## config.mk

```make
export PLATFORM = sky130hd
export DESIGN_NAME = adc_calibration_correction
export DESIGN_NICKNAME = d
export VERILOG_FILES = /design/src/inc/cal_corr_pkg.sv /design/src/rtl/result_corrector.sv /design/src/rtl/adc_calibration_correction.sv
export SDC_FILE = /design/constraint.sdc
export NUM_CORES = 1
export LEC_CHECK = 0
export BUFFER_PORTS_ARGS = -buffer_cell sky130_fd_sc_hd__buf_2
export CAP_MARGIN = 10
export CORE_MARGIN = 5
export CORE_UTILIZATION = 26
export CTS_BUF_LIST = sky130_fd_sc_hd__clkbuf_8
export DETAILED_ROUTE_END_ITERATION = 16
export GPL_TIMING_DRIVEN = 0
export RECOVER_POWER = 25
export SYNTH_ARGS = -nofsm -noshare
export SYNTH_HDL_FRONTEND = slang
export SYNTH_HIERARCHICAL = 1
export SYNTH_SLANG_ARGS = --single-unit
```

## constraint.sdc

```tcl
create_clock -name mclk_i -period 5.5 [get_ports mclk_i]
set_input_delay 0.275 -clock mclk_i [delete_from_list [all_inputs] [get_ports mclk_i]]
set_output_delay 0.275 -clock mclk_i [all_outputs]
set_load 0.005 [all_outputs]
```

## src/inc/cal_corr_pkg.sv

```systemverilog
// Shared constants and types for the conversion correction block.
package cal_corr_pkg;

    // Register bus geometry.
    localparam int ADDR_W = 8;
    localparam int DATA_W = 32;

    // Register byte offsets.
    localparam logic [7:0] OFS_CTRL = 8'h00;
    localparam logic [7:0] OFS_CHAN_SEL = 8'h04;
    localparam logic [7:0] OFS_CELL_GAIN = 8'h08;
    localparam logic [7:0] OFS_CELL_OFFSET = 8'h0c;
    localparam logic [7:0] OFS_STATUS = 8'h10;
    // Extra-input offsets sit at 0x20 + 4*n.
    localparam logic [2:0] AUX_PAGE = 3'h1;
    localparam int AUX_PAGE_LSB = 5;
    localparam int AUX_IDX_LSB = 2;

    // Field layouts.
    localparam int CTRL_PCTL_BIT = 0;
    localparam int CTRL_AFE_BIT = 1;
    localparam int ST_PARK_LSB = 0;
    localparam int ST_PCTL_EFF_BIT = 4;
    localparam int ST_BUSY_BIT = 5;
    localparam int ST_PENDING_BIT = 6;

    // Widths of the channel sets and the correction fields.
    localparam int NUM_CELLS = 16;
    localparam int NUM_AUX = 8;
    localparam int CHAN_W = 4;
    localparam int AUX_W = 3;
    localparam int CODE_W = 16;
    localparam int GAIN_W = 8;
    localparam int CELL_OFS_W = 8;
    localparam int AUX_OFS_W = 10;

    // The gain term is in 1/2^16 of full scale.
    localparam int GAIN_SHIFT = 16;
    localparam logic [CODE_W-1:0] CODE_MAX = 16'hffff;

    // Reset values.
    localparam logic [NUM_CELLS-1:0] CHAN_SEL_RST = 16'hffff;
    localparam logic [GAIN_W-1:0] GAIN_RST = 8'h00;
    localparam logic [CELL_OFS_W-1:0] CELL_OFS_RST = 8'h00;
    localparam logic [AUX_OFS_W-1:0] AUX_OFS_RST = 10'h000;

    // Sampling delay before each sampling start while the front-end power control bit is in effect.
    localparam int SAMPLE_DELAY_US = 100;
    localparam int CLK_PERIOD_NS = 4;
    localparam int SAMPLE_DELAY_CYCLES = SAMPLE_DELAY_US * 1000 / CLK_PERIOD_NS;

    typedef struct packed {
        logic valid;
        logic is_aux;
        logic [CHAN_W-1:0] chan;
        logic [CODE_W-1:0] code;
    } sample_t;

    typedef enum logic [2:0] {
        SEQ_IDLE = 3'b001,
        SEQ_DELAY = 3'b010,
        SEQ_START = 3'b100
    } seq_state_t;

endpackage

```

## src/rtl/result_corrector.sv

```systemverilog
// Datapath that applies the user gain and offset terms to one result.
module result_corrector (
    // Clock and reset.
    input wire logic mclk_i,
    input wire logic rst_n_i,
    // Correction terms.
    input wire logic apply_gain_i,
    input wire logic [cal_corr_pkg::GAIN_W-1:0] gain_i,
    input wire logic [cal_corr_pkg::AUX_OFS_W-1:0] offset_i,
    // Result stream.
    input wire cal_corr_pkg::sample_t raw_i,
    output cal_corr_pkg::sample_t corr_o
);
    import cal_corr_pkg::*;

    sample_t res_q;
    sample_t res_d;
    logic signed [GAIN_W+CODE_W:0] prod;
    logic signed [CODE_W+2:0] sum;

    always_comb begin
        res_d = raw_i;
        // Gain scales with the code, so half scale gets half the correction.
        prod = $signed(apply_gain_i ? gain_i : GAIN_RST) * $signed({1'b0, raw_i.code});
        // Raw code here already carries the factory corrections.
        sum = $signed({3'b000, raw_i.code})
            + $signed({{(CODE_W+3-AUX_OFS_W){offset_i[AUX_OFS_W-1]}}, offset_i})
            + $signed({{2{prod[GAIN_W+CODE_W]}}, prod[GAIN_W+CODE_W:GAIN_SHIFT]});
        if (sum < 0) begin
            res_d.code = '0;
        end else if (sum > $signed({3'b000, CODE_MAX})) begin
            res_d.code = CODE_MAX;
        end else begin
            res_d.code = sum[CODE_W-1:0];
        end
    end

    always_ff @(posedge mclk_i or negedge rst_n_i) begin
        if (!rst_n_i) begin
            res_q <= '0;
        end else begin
            res_q <= res_d;
        end
    end

    assign corr_o = res_q;
endmodule

```

## src/rtl/adc_calibration_correction.sv

```systemverilog
// Register file, parking, sampling delay and result correction for the monitor ADC.
//
// Design decisions made here: the placing of the registers and the Avalon-MM register port.
module adc_calibration_correction #(
    parameter int DELAY_CYCLES = cal_corr_pkg::SAMPLE_DELAY_CYCLES
) (
    // Clock and reset.
    input wire logic mclk_i,
    input wire logic resetn_i,
    // Avalon-MM slave.
    input wire logic [cal_corr_pkg::ADDR_W-1:0] avs_address_i,
    input wire logic avs_read_i,
    input wire logic avs_write_i,
    input wire logic [cal_corr_pkg::DATA_W-1:0] avs_writedata_i,
    output logic [cal_corr_pkg::DATA_W-1:0] avs_readdata_o,
    output logic avs_waitrequest_o,
    // Front-end sequencing.
    input wire logic sample_req_i,
    input wire logic afe_sample_done_i,
    output logic sample_start_o,
    output logic [cal_corr_pkg::CHAN_W-1:0] park_channel_o,
    output logic front_end_power_control_bit_o,
    output logic front_end_control_bit_o,
    output logic upward_stack_transmitter_en_o,
    // Results.
    input wire cal_corr_pkg::sample_t raw_i,
    output cal_corr_pkg::sample_t corr_o
);
    import cal_corr_pkg::*;

    localparam int CNT_W = $clog2(DELAY_CYCLES + 1);

    // Reset release.
    logic rst_meta_q;
    logic rst_n_q;

    always_ff @(posedge mclk_i or negedge resetn_i) begin
        if (!resetn_i) begin
            rst_meta_q <= 1'b0;
            rst_n_q <= 1'b0;
        end else begin
            rst_meta_q <= 1'b1;
            rst_n_q <= rst_meta_q;
        end
    end

    // Register file and bus slave state.
    logic ack_q;
    logic ack_d;
    logic [DATA_W-1:0] rdata_q;
    logic [DATA_W-1:0] rdata_d;
    logic pctl_req_q;
    logic pctl_req_d;
    logic front_end_control_bit_q;
    logic front_end_control_bit_d;
    logic [NUM_CELLS-1:0] chan_sel_q;
    logic [NUM_CELLS-1:0] chan_sel_d;
    logic [GAIN_W-1:0] cell_gain_correction_q;
    logic [GAIN_W-1:0] cell_gain_correction_d;
    logic [CELL_OFS_W-1:0] cell_offset_correction_q;
    logic [CELL_OFS_W-1:0] cell_offset_correction_d;
    logic [AUX_OFS_W-1:0] aux_offset_q [NUM_AUX];
    logic [AUX_OFS_W-1:0] aux_offset_d [NUM_AUX];
    logic req;
    logic wr_en;
    logic aux_hit;
    logic [AUX_W-1:0] aux_idx;

    // Sequencer state.
    seq_state_t st_q;
    seq_state_t st_d;
    logic [CNT_W-1:0] cnt_q;
    logic [CNT_W-1:0] cnt_d;
    logic pctl_eff_q;
    logic pctl_eff_d;
    logic [CHAN_W-1:0] park_q;
    logic [CHAN_W-1:0] park_d;
    logic tx_en_q;

    assign req = avs_read_i || avs_write_i;
    // A request waits one cycle, then completes in the cycle waitrequest drops.
    assign avs_waitrequest_o = req && !ack_q;
    assign wr_en = avs_write_i && ack_q;
    assign aux_hit = avs_address_i[ADDR_W-1:AUX_PAGE_LSB] == AUX_PAGE;
    assign aux_idx = avs_address_i[AUX_PAGE_LSB-1:AUX_IDX_LSB];

    always_comb begin
        ack_d = req && !ack_q;
        rdata_d = rdata_q;
        pctl_req_d = pctl_req_q;
        front_end_control_bit_d = front_end_control_bit_q;
        chan_sel_d = chan_sel_q;
        cell_gain_correction_d = cell_gain_correction_q;
        cell_offset_correction_d = cell_offset_correction_q;
        aux_offset_d = aux_offset_q;
        if (avs_read_i && !ack_q) begin
            rdata_d = '0;
            if (aux_hit) begin
                rdata_d[AUX_OFS_W-1:0] = aux_offset_q[aux_idx];
            end else begin
                case (avs_address_i)
                    OFS_CTRL: begin
                        rdata_d[CTRL_PCTL_BIT] = pctl_req_q;
                        rdata_d[CTRL_AFE_BIT] = front_end_control_bit_q;
                    end
                    OFS_CHAN_SEL: rdata_d[NUM_CELLS-1:0] = chan_sel_q;
                    OFS_CELL_GAIN: rdata_d[GAIN_W-1:0] = cell_gain_correction_q;
                    OFS_CELL_OFFSET: rdata_d[CELL_OFS_W-1:0] = cell_offset_correction_q;
                    OFS_STATUS: begin
                        rdata_d[ST_PARK_LSB +: CHAN_W] = park_q;
                        rdata_d[ST_PCTL_EFF_BIT] = pctl_eff_q;
                        rdata_d[ST_BUSY_BIT] = st_q != SEQ_IDLE;
                        rdata_d[ST_PENDING_BIT] = pctl_eff_q != pctl_req_q;
                    end
                    default: rdata_d = '0;
                endcase
            end
        end
        if (wr_en) begin
            if (aux_hit) begin
                aux_offset_d[aux_idx] = avs_writedata_i[AUX_OFS_W-1:0];
            end else begin
                case (avs_address_i)
                    OFS_CTRL: begin
                        pctl_req_d = avs_writedata_i[CTRL_PCTL_BIT];
                        front_end_control_bit_d = avs_writedata_i[CTRL_AFE_BIT];
                    end
                    OFS_CHAN_SEL: chan_sel_d = avs_writedata_i[NUM_CELLS-1:0];
                    OFS_CELL_GAIN: cell_gain_correction_d = avs_writedata_i[GAIN_W-1:0];
                    OFS_CELL_OFFSET: begin
                        cell_offset_correction_d = avs_writedata_i[CELL_OFS_W-1:0];
                    end
                    default: ;
                endcase
            end
        end
    end

    always_ff @(posedge mclk_i or negedge rst_n_q) begin
        if (!rst_n_q) begin
            ack_q <= 1'b0;
            rdata_q <= '0;
            pctl_req_q <= 1'b0;
            front_end_control_bit_q <= 1'b0;
            chan_sel_q <= CHAN_SEL_RST;
            cell_gain_correction_q <= GAIN_RST;
            cell_offset_correction_q <= CELL_OFS_RST;
            for (int i = 0; i < NUM_AUX; i++) begin
                aux_offset_q[i] <= AUX_OFS_RST;
            end
        end else begin
            ack_q <= ack_d;
            rdata_q <= rdata_d;
            pctl_req_q <= pctl_req_d;
            front_end_control_bit_q <= front_end_control_bit_d;
            chan_sel_q <= chan_sel_d;
            cell_gain_correction_q <= cell_gain_correction_d;
            cell_offset_correction_q <= cell_offset_correction_d;
            aux_offset_q <= aux_offset_d;
        end
    end

    // Sampling sequencer; a request that arrives while one is pending is dropped.
    always_comb begin
        st_d = st_q;
        cnt_d = cnt_q;
        pctl_eff_d = pctl_eff_q;
        park_d = '0;
        for (int i = 0; i < NUM_CELLS; i++) begin
            if (chan_sel_q[i]) begin
                park_d = CHAN_W'(i);
            end
        end
        if (afe_sample_done_i) begin
            pctl_eff_d = pctl_req_q;
        end
        case (st_q)
            SEQ_IDLE: begin
                if (sample_req_i) begin
                    if (pctl_eff_q) begin
                        st_d = SEQ_DELAY;
                        cnt_d = CNT_W'(DELAY_CYCLES);
                    end else begin
                        st_d = SEQ_START;
                    end
                end
            end
            SEQ_DELAY: begin
                cnt_d = cnt_q - 1'b1;
                if (cnt_q == CNT_W'(1)) begin
                    st_d = SEQ_START;
                end
            end
            SEQ_START: st_d = SEQ_IDLE;
            default: st_d = SEQ_IDLE;
        endcase
    end

    always_ff @(posedge mclk_i or negedge rst_n_q) begin
        if (!rst_n_q) begin
            st_q <= SEQ_IDLE;
            cnt_q <= '0;
            pctl_eff_q <= 1'b0;
            park_q <= '0;
            tx_en_q <= 1'b1;
        end else begin
            st_q <= st_d;
            cnt_q <= cnt_d;
            pctl_eff_q <= pctl_eff_d;
            park_q <= park_d;
            tx_en_q <= 1'b1;
        end
    end

    assign sample_start_o = st_q == SEQ_START;
    assign park_channel_o = park_q;
    assign front_end_power_control_bit_o = pctl_eff_q;
    assign front_end_control_bit_o = front_end_control_bit_q;
    assign upward_stack_transmitter_en_o = tx_en_q;
    assign avs_readdata_o = rdata_q;

    // Cell results take the global terms; extra inputs take only their own offset.
    logic apply_gain;
    logic [AUX_OFS_W-1:0] sel_offset;

    assign apply_gain = !raw_i.is_aux;
    assign sel_offset = raw_i.is_aux ? aux_offset_q[raw_i.chan[AUX_W-1:0]]
        : {{(AUX_OFS_W-CELL_OFS_W){cell_offset_correction_q[CELL_OFS_W-1]}},
           cell_offset_correction_q};

    result_corrector u_corr (
        .mclk_i(mclk_i),
        .rst_n_i(rst_n_q),
        .apply_gain_i(apply_gain),
        .gain_i(cell_gain_correction_q),
        .offset_i(sel_offset),
        .raw_i(raw_i),
        .corr_o(corr_o)
    );
endmodule

```

# Word-level counts from Yosys, hierarchy flattened
# Cells that the tools add are included.
# totals
wordCells,107
n_memories,0
mem_bits_ro,0
mem_bits_rw,0
out_inout_bits,63
latch_bits,0
input_bits,68
ff_bits,194
# op_classes
n_mux,41
add_sub_neg,3
n_lt_le_gt_ge,5
n_eq_ne,14
mul,1
bitwise,3
shifts,0
n_reduce_logical,15
div_mod_pow,0
# op_table
operator,n
bitwise mux 80 bit,1
2-to-1 mux 10 bit,7
binary-select mux 10 bit (select 3 bit),2
2-to-1 mux 4 bit,11
2-to-1 mux 16 bit,2
demux 10 bit (select 3 bit),1
2-to-1 mux 15 bit,2
case mux 15 bit (2 select lines),1
multiplier 8 x 17 -> 25 bit,1
case mux 5 bit (4 select lines),1
adder 18 x 9 -> 19 bit,1
greater-than comparator 19 x 17 -> 1 bit (second input constant),1
< comparator 19 x 1 -> 1 bit (second input constant),1
adder 17 x 10 -> 18 bit,1
equality test 8 x 4 -> 1 bit (second input constant),2
2-to-1 mux 8 bit,2
equality test 15 x 1 -> 1 bit (second input constant),1
AND reduction 3 bit,5
subtractor 15 x 1 -> 15 bit (second input constant),1
2-to-1 mux 3 bit,4
case mux 2 bit (5 select lines),1
equality test 8 x 3 -> 1 bit (second input constant),1
equality test 8 x 5 -> 1 bit (second input constant),1
greater-or-equal comparator 4 bit (second input constant),2
20 further kinds,29

# Longest topological paths before layout
# logic_depth
word_depth,15
mapped_depth,34
mapped_depth_nobuf,29

# Hierarchy
# Netlist, hierarchy kept.
# by_module_without_submodules
module,instances,seq_area_each_um2,area_per_inst_um2,cells_per_inst
adc_calibration_correction,1,3925.0,7975.1,595
result_corrector,1,550.5,5884.4,644

# Worst setup path before layout
# No wires, ideal clock.
# synth_timing
path_kind,in2reg
start,in raw_i[20] in the netlist's numbering
end,"reg u_corr.res_q, in the netlist u_corr/corr_o[10]"
arrival_time_ns,8.340
required_time_ns,5.376
path_slack_ns,-2.964
cell_stages,32
cell_sequence,clkbuf_1 > clkbuf_1 > inv_1 > clkbuf_1 > clkbuf_1 > and3_1 > fa_1 > inv_1 > fa_1 > inv_1 > fa_1 > inv_1 > fa_1 > inv_1 > ha_1 > nand3_1 > nand2_1 > o21a_1 > o211ai_1 > a31oi_1 > a21oi_1 > xor2_1 > fa_1 > ha_1 > a21o_1 > a2111o_1 > a32oi_1 > nand2_1 > mux2_4 > a211oi_4 > buf_6 > a21oi_1
# synth_rtl
item,line_no,rtl
"start, declared",adc_calibration_correction.sv:26,"input wire cal_corr_pkg::sample_t raw_i,"
"end signal, assigned",result_corrector.sv:42,res_q <= res_d;
"end, declared",result_corrector.sv:16,sample_t res_q;

==> metrics <==
status=finished with violations; failing checks=capacitance limit, slew limit, setup timing; Fin. Hold Viols=0; crit-path most repeated cell=fa_1; Initial Util=26.32%; die span in y=240.9 um; fraction of the mapped netlist area in adder cells=21.54%; PortBufs=95; First-pass DRT Iterations=5; All-Layer GR Usage=14.09%; Yosys warning count=6; slowest stage cell, crit path=fa_1; Synth Area in Simple Gates=11.55%; Post-Route WL=40.83 mm; area of the die=0.05802 mm^2; wire per inst=19.23 um; buffers and inverters on the worst path=7; TNS Setup=-32.12 ns; reg-to-reg startpoint=cell_gain_correction_q[2]$_DFFE_PN0P_; CTS sink count=178; ANT nets after route=0; Critical Path Source=cell_gain_correction_q[2]$_DFFE_PN0P_; Arr. time, crit path=7.89 ns; clock tree buffer depth=2; final critical-path required period=7.539 ns; fill cell count=5356; area grow syn2layout=21.49%; H-tree Lvls=4; Final Core Density=31.98%; layout cell share with drive strength beyond 1=33.91%; post-route setup slack=-2.039 ns; crit-path max cell delay=0.58 ns; Routed met3 length=2.801 mm; Async S/R FF share, synth=100.0%; Mapped Area=0.01386 mm^2; CP delay by family, top=adder cells; Crit Path Category=reg -> reg; Yosys reg bits=178; Syn Area/Cell=11.19 um^2; CTS clk-pin slew, worst paths=0.10 ns; Req. time, crit path=5.85 ns; via count=10390; Synth Area in XOR/XNOR=2.149%; CP startpoint kind=flip-flop; Hold Path Origin=avs_writedata_i[4]; initial DRC count=678; actual slew at the worst max-slew pin=2.921 ns; Post-synth EDFFs=0; Seq/Total Area, Yosys=32.29%; max cap viols=3; TritonCTS Buffers=17; leakage=8.361 nW; vias in the first global route=10970; top routing layer in use=met4; Pins Over Slew Limit=181; Top FF cell, synth=dfrtp_1; hold path cells=2; clk_skew=0.02816 ns; largest net degree at the start of global routing=70; hold_ws=0.04256 ns; largest family of logic cells by synthesized area=adder cells; unrepaired setup endpoints after global routing=yes; first-pass GRT wire length=63.80 mm; drt via density=4.893; post-synth top area share=29.07%; Area contributors post-synth=dfrtp_1 29%, fa_1 15%, mux2_2 9.1%; DRC violation count after routing=0; placed cell area=0.01562 mm^2; GPL Wtd Cong=0.8892; multiplexer share of the synthesized area=18.25%; crit-path max FO=6; P per Cell Area=190.0 mW/mm^2; Worst VDD drop=0.0001572 V; # setup viols final=16; crit share post-route=137.1%; initial antenna violation count=0; post-route cell area=0.01684 mm^2; crit path capture type=flip-flop; Fmax=132.7 MHz; IO Pins=131; WP depth=29; NumNets Final=1666; Synth Area in Compound Gates=7.574%; Synth Instances=1239; Yosys cell types=73; grt total ovfl=0; CTS tree=done; hold crit path type=in -> reg; detailed-placement wirelength estimate=30.64 mm; Slew HR=-94.72%; row count=84; CORE AREA=0.05266 mm^2; overall power=3.199 mW; DIE WIDTH=240.9 um; worst r2r path cells=29; metal1 wirelength=17.98 mm; DR WL met2=19.48 mm; Root Buffer=clkbuf_8; Synth area leader=dfrtp_1; Clock Latency Late Sink=0.48 ns
[cell usage after synthesis, types with 3 or more instances]
cell	count
buf_4	19
a21o_1	10
buf_6	3
inv_1	136
a211oi_1	7
buf_2	10
or4_1	4
o21ai_0	25
ha_1	77
xnor2_1	15
mux2_2	112
nor2_1	65
a31oi_1	10
dfstp_2	17
a22o_1	9
o22ai_1	4
dfrtp_1	161
mux2i_1	18
clkbuf_1	43
o211ai_1	3
a22oi_1	9
nand2_1	23
nand3_1	33
nor3b_1	4
or3_1	3
nor4_1	5
mux2_4	11
or2_2	4
buf_1	4
fa_1	101
and4_1	3
mux4_2	41
o21bai_1	5
nor2b_1	9
nor3_1	9
and3_1	96
a221oi_1	4
a21oi_1	57
xor2_1	19
nand2b_1	11
[per-stage QoR]
step / setup WS, ns / cells
3_5_place_dp: -3.058 / 2040
2_1_floorplan: -1.924 / 1255
3_3_place_gp: -3.057 / 2038
5_1_grt: -2.226 / 2121
4_1_cts: -2.030 / 2111
6_report: -2.039 / 2123
[per-layer routing]
| metal | vias to the layer above | track usage, % |
|---|---|---|
| li1 | 4677 | - |
| met1 | 5328 | 19.65 |
| met2 | 340 | 22.95 |
| met3 | 43 | 2.845 |
| met4 | 0 | 2.924 |
| met5 | - | 0 |
[placed cells by master (no fill, tap or decap), types with 7 or more instances in the layout]
| cell type | instances |
|---|---|
| a21o_1 | 10 |
| a21oi_1 | 40 |
| a21oi_2 | 13 |
| a22o_1 | 9 |
| a22oi_1 | 9 |
| a31oi_1 | 8 |
| and3_1 | 91 |
| buf_2 | 98 |
| buf_4 | 56 |
| buf_6 | 9 |
| clkbuf_1 | 27 |
| clkbuf_8 | 34 |
| conb_1 | 18 |
| dfrtp_1 | 153 |
| dfrtp_2 | 8 |
| dfstp_2 | 16 |
| dlygate4sd3_1 | 7 |
| fa_1 | 99 |
| ha_1 | 66 |
| ha_4 | 9 |
| inv_1 | 134 |
| mux2_2 | 111 |
| mux2_4 | 12 |
| mux2i_1 | 18 |
| mux4_2 | 41 |
| nand2_1 | 21 |
| nand2b_1 | 10 |
| nand3_1 | 27 |
| nor2_1 | 63 |
| nor2b_1 | 8 |
| nor3_1 | 8 |
| o21ai_0 | 21 |
| xnor2_1 | 14 |
| xor2_1 | 18 |
[registers in the layout, summed over array words and instances, names as in the netlist]
name and cells:
aux_offset_q 80, rst_n_q 1, front_end_control_bit_o 1, chan_sel_q 16, ack_q 1, st_q 3
front_end_power_control_bit_o 1, pctl_req_q 1, cell_offset_correction_q 8, park_channel_o 4, cell_gain_correction_q 8, cnt_q 15
avs_readdata_o 16, u_corr/corr_o 22, rst_meta_q 1
[worst paths after layout]
check	to	slack, ns
hold reg to reg	rst_n_q$_DFF_PN0_	0.36
min in group asynchronous	rst_meta_q$_DFF_PN0_	0.12
setup / recovery	u_corr/corr_o[11]$_DFF_PN0_	-2.04
setup reg to reg	u_corr/corr_o[11]$_DFF_PN0_	-2.04
max in group asynchronous	cell_gain_correction_q[3]$_DFFE_PN0P_	0.85
hold / removal	aux_offset_q[44]$_DFFE_PN0P_	0.04
[logic make-up after synthesis]
logic type               after synthesis
AO/OA/AOI/OAI                        162
XOR/XNOR                              34
adder cells (fa/ha/maj)              178
buffers and inverters                215
flip-flops                           178
multiplexers                         182
other                                  2
AND/OR/NAND/NOR                      288
[layout make-up]
class	instances	area [um^2]	area share [%]
antenna	2	5.005	0.02972
tap	688	860.8	5.112
sequential	178	4486	26.64
multi-input combinational	862	8996	53.43
clock buffer	20	275.3	1.635
clock inverter	12	163.9	0.9734
timing repair buffer	146	913.4	5.424
inverter	136	515.5	3.061
buffer	79	623.1	3.700
[where the power goes]
group	internal, mW	switching [mW]
combinational	0.319	0.377
sequential	1.41	0.0825
clock	0.496	0.516
[worst reg2reg max path, delay by kind of cell (launching register included)]
kind                     cells  cell delay [ns]
AO/OA/AOI/OAI                9             1.93
XOR/XNOR                     1             0.11
adder cells (fa/ha/maj)      7             3.01
buffers and inverters        7             1.00
flip-flops                   1             0.50
multiplexers                 1             0.32
AND/OR/NAND/NOR              4             0.55
[repair_timing]
item                                   in CTS  in global routing
setup buffers                              31                 10
pin swaps                                  30                 22
endpoints found under the hold margin       8                  0
cloned                                      1                  0
hold buffers                                7                  0
setup endpoints to repair                  16                 16
resized for setup                          67                 34
No activity file was read; power rests on OpenSTA's default activity.
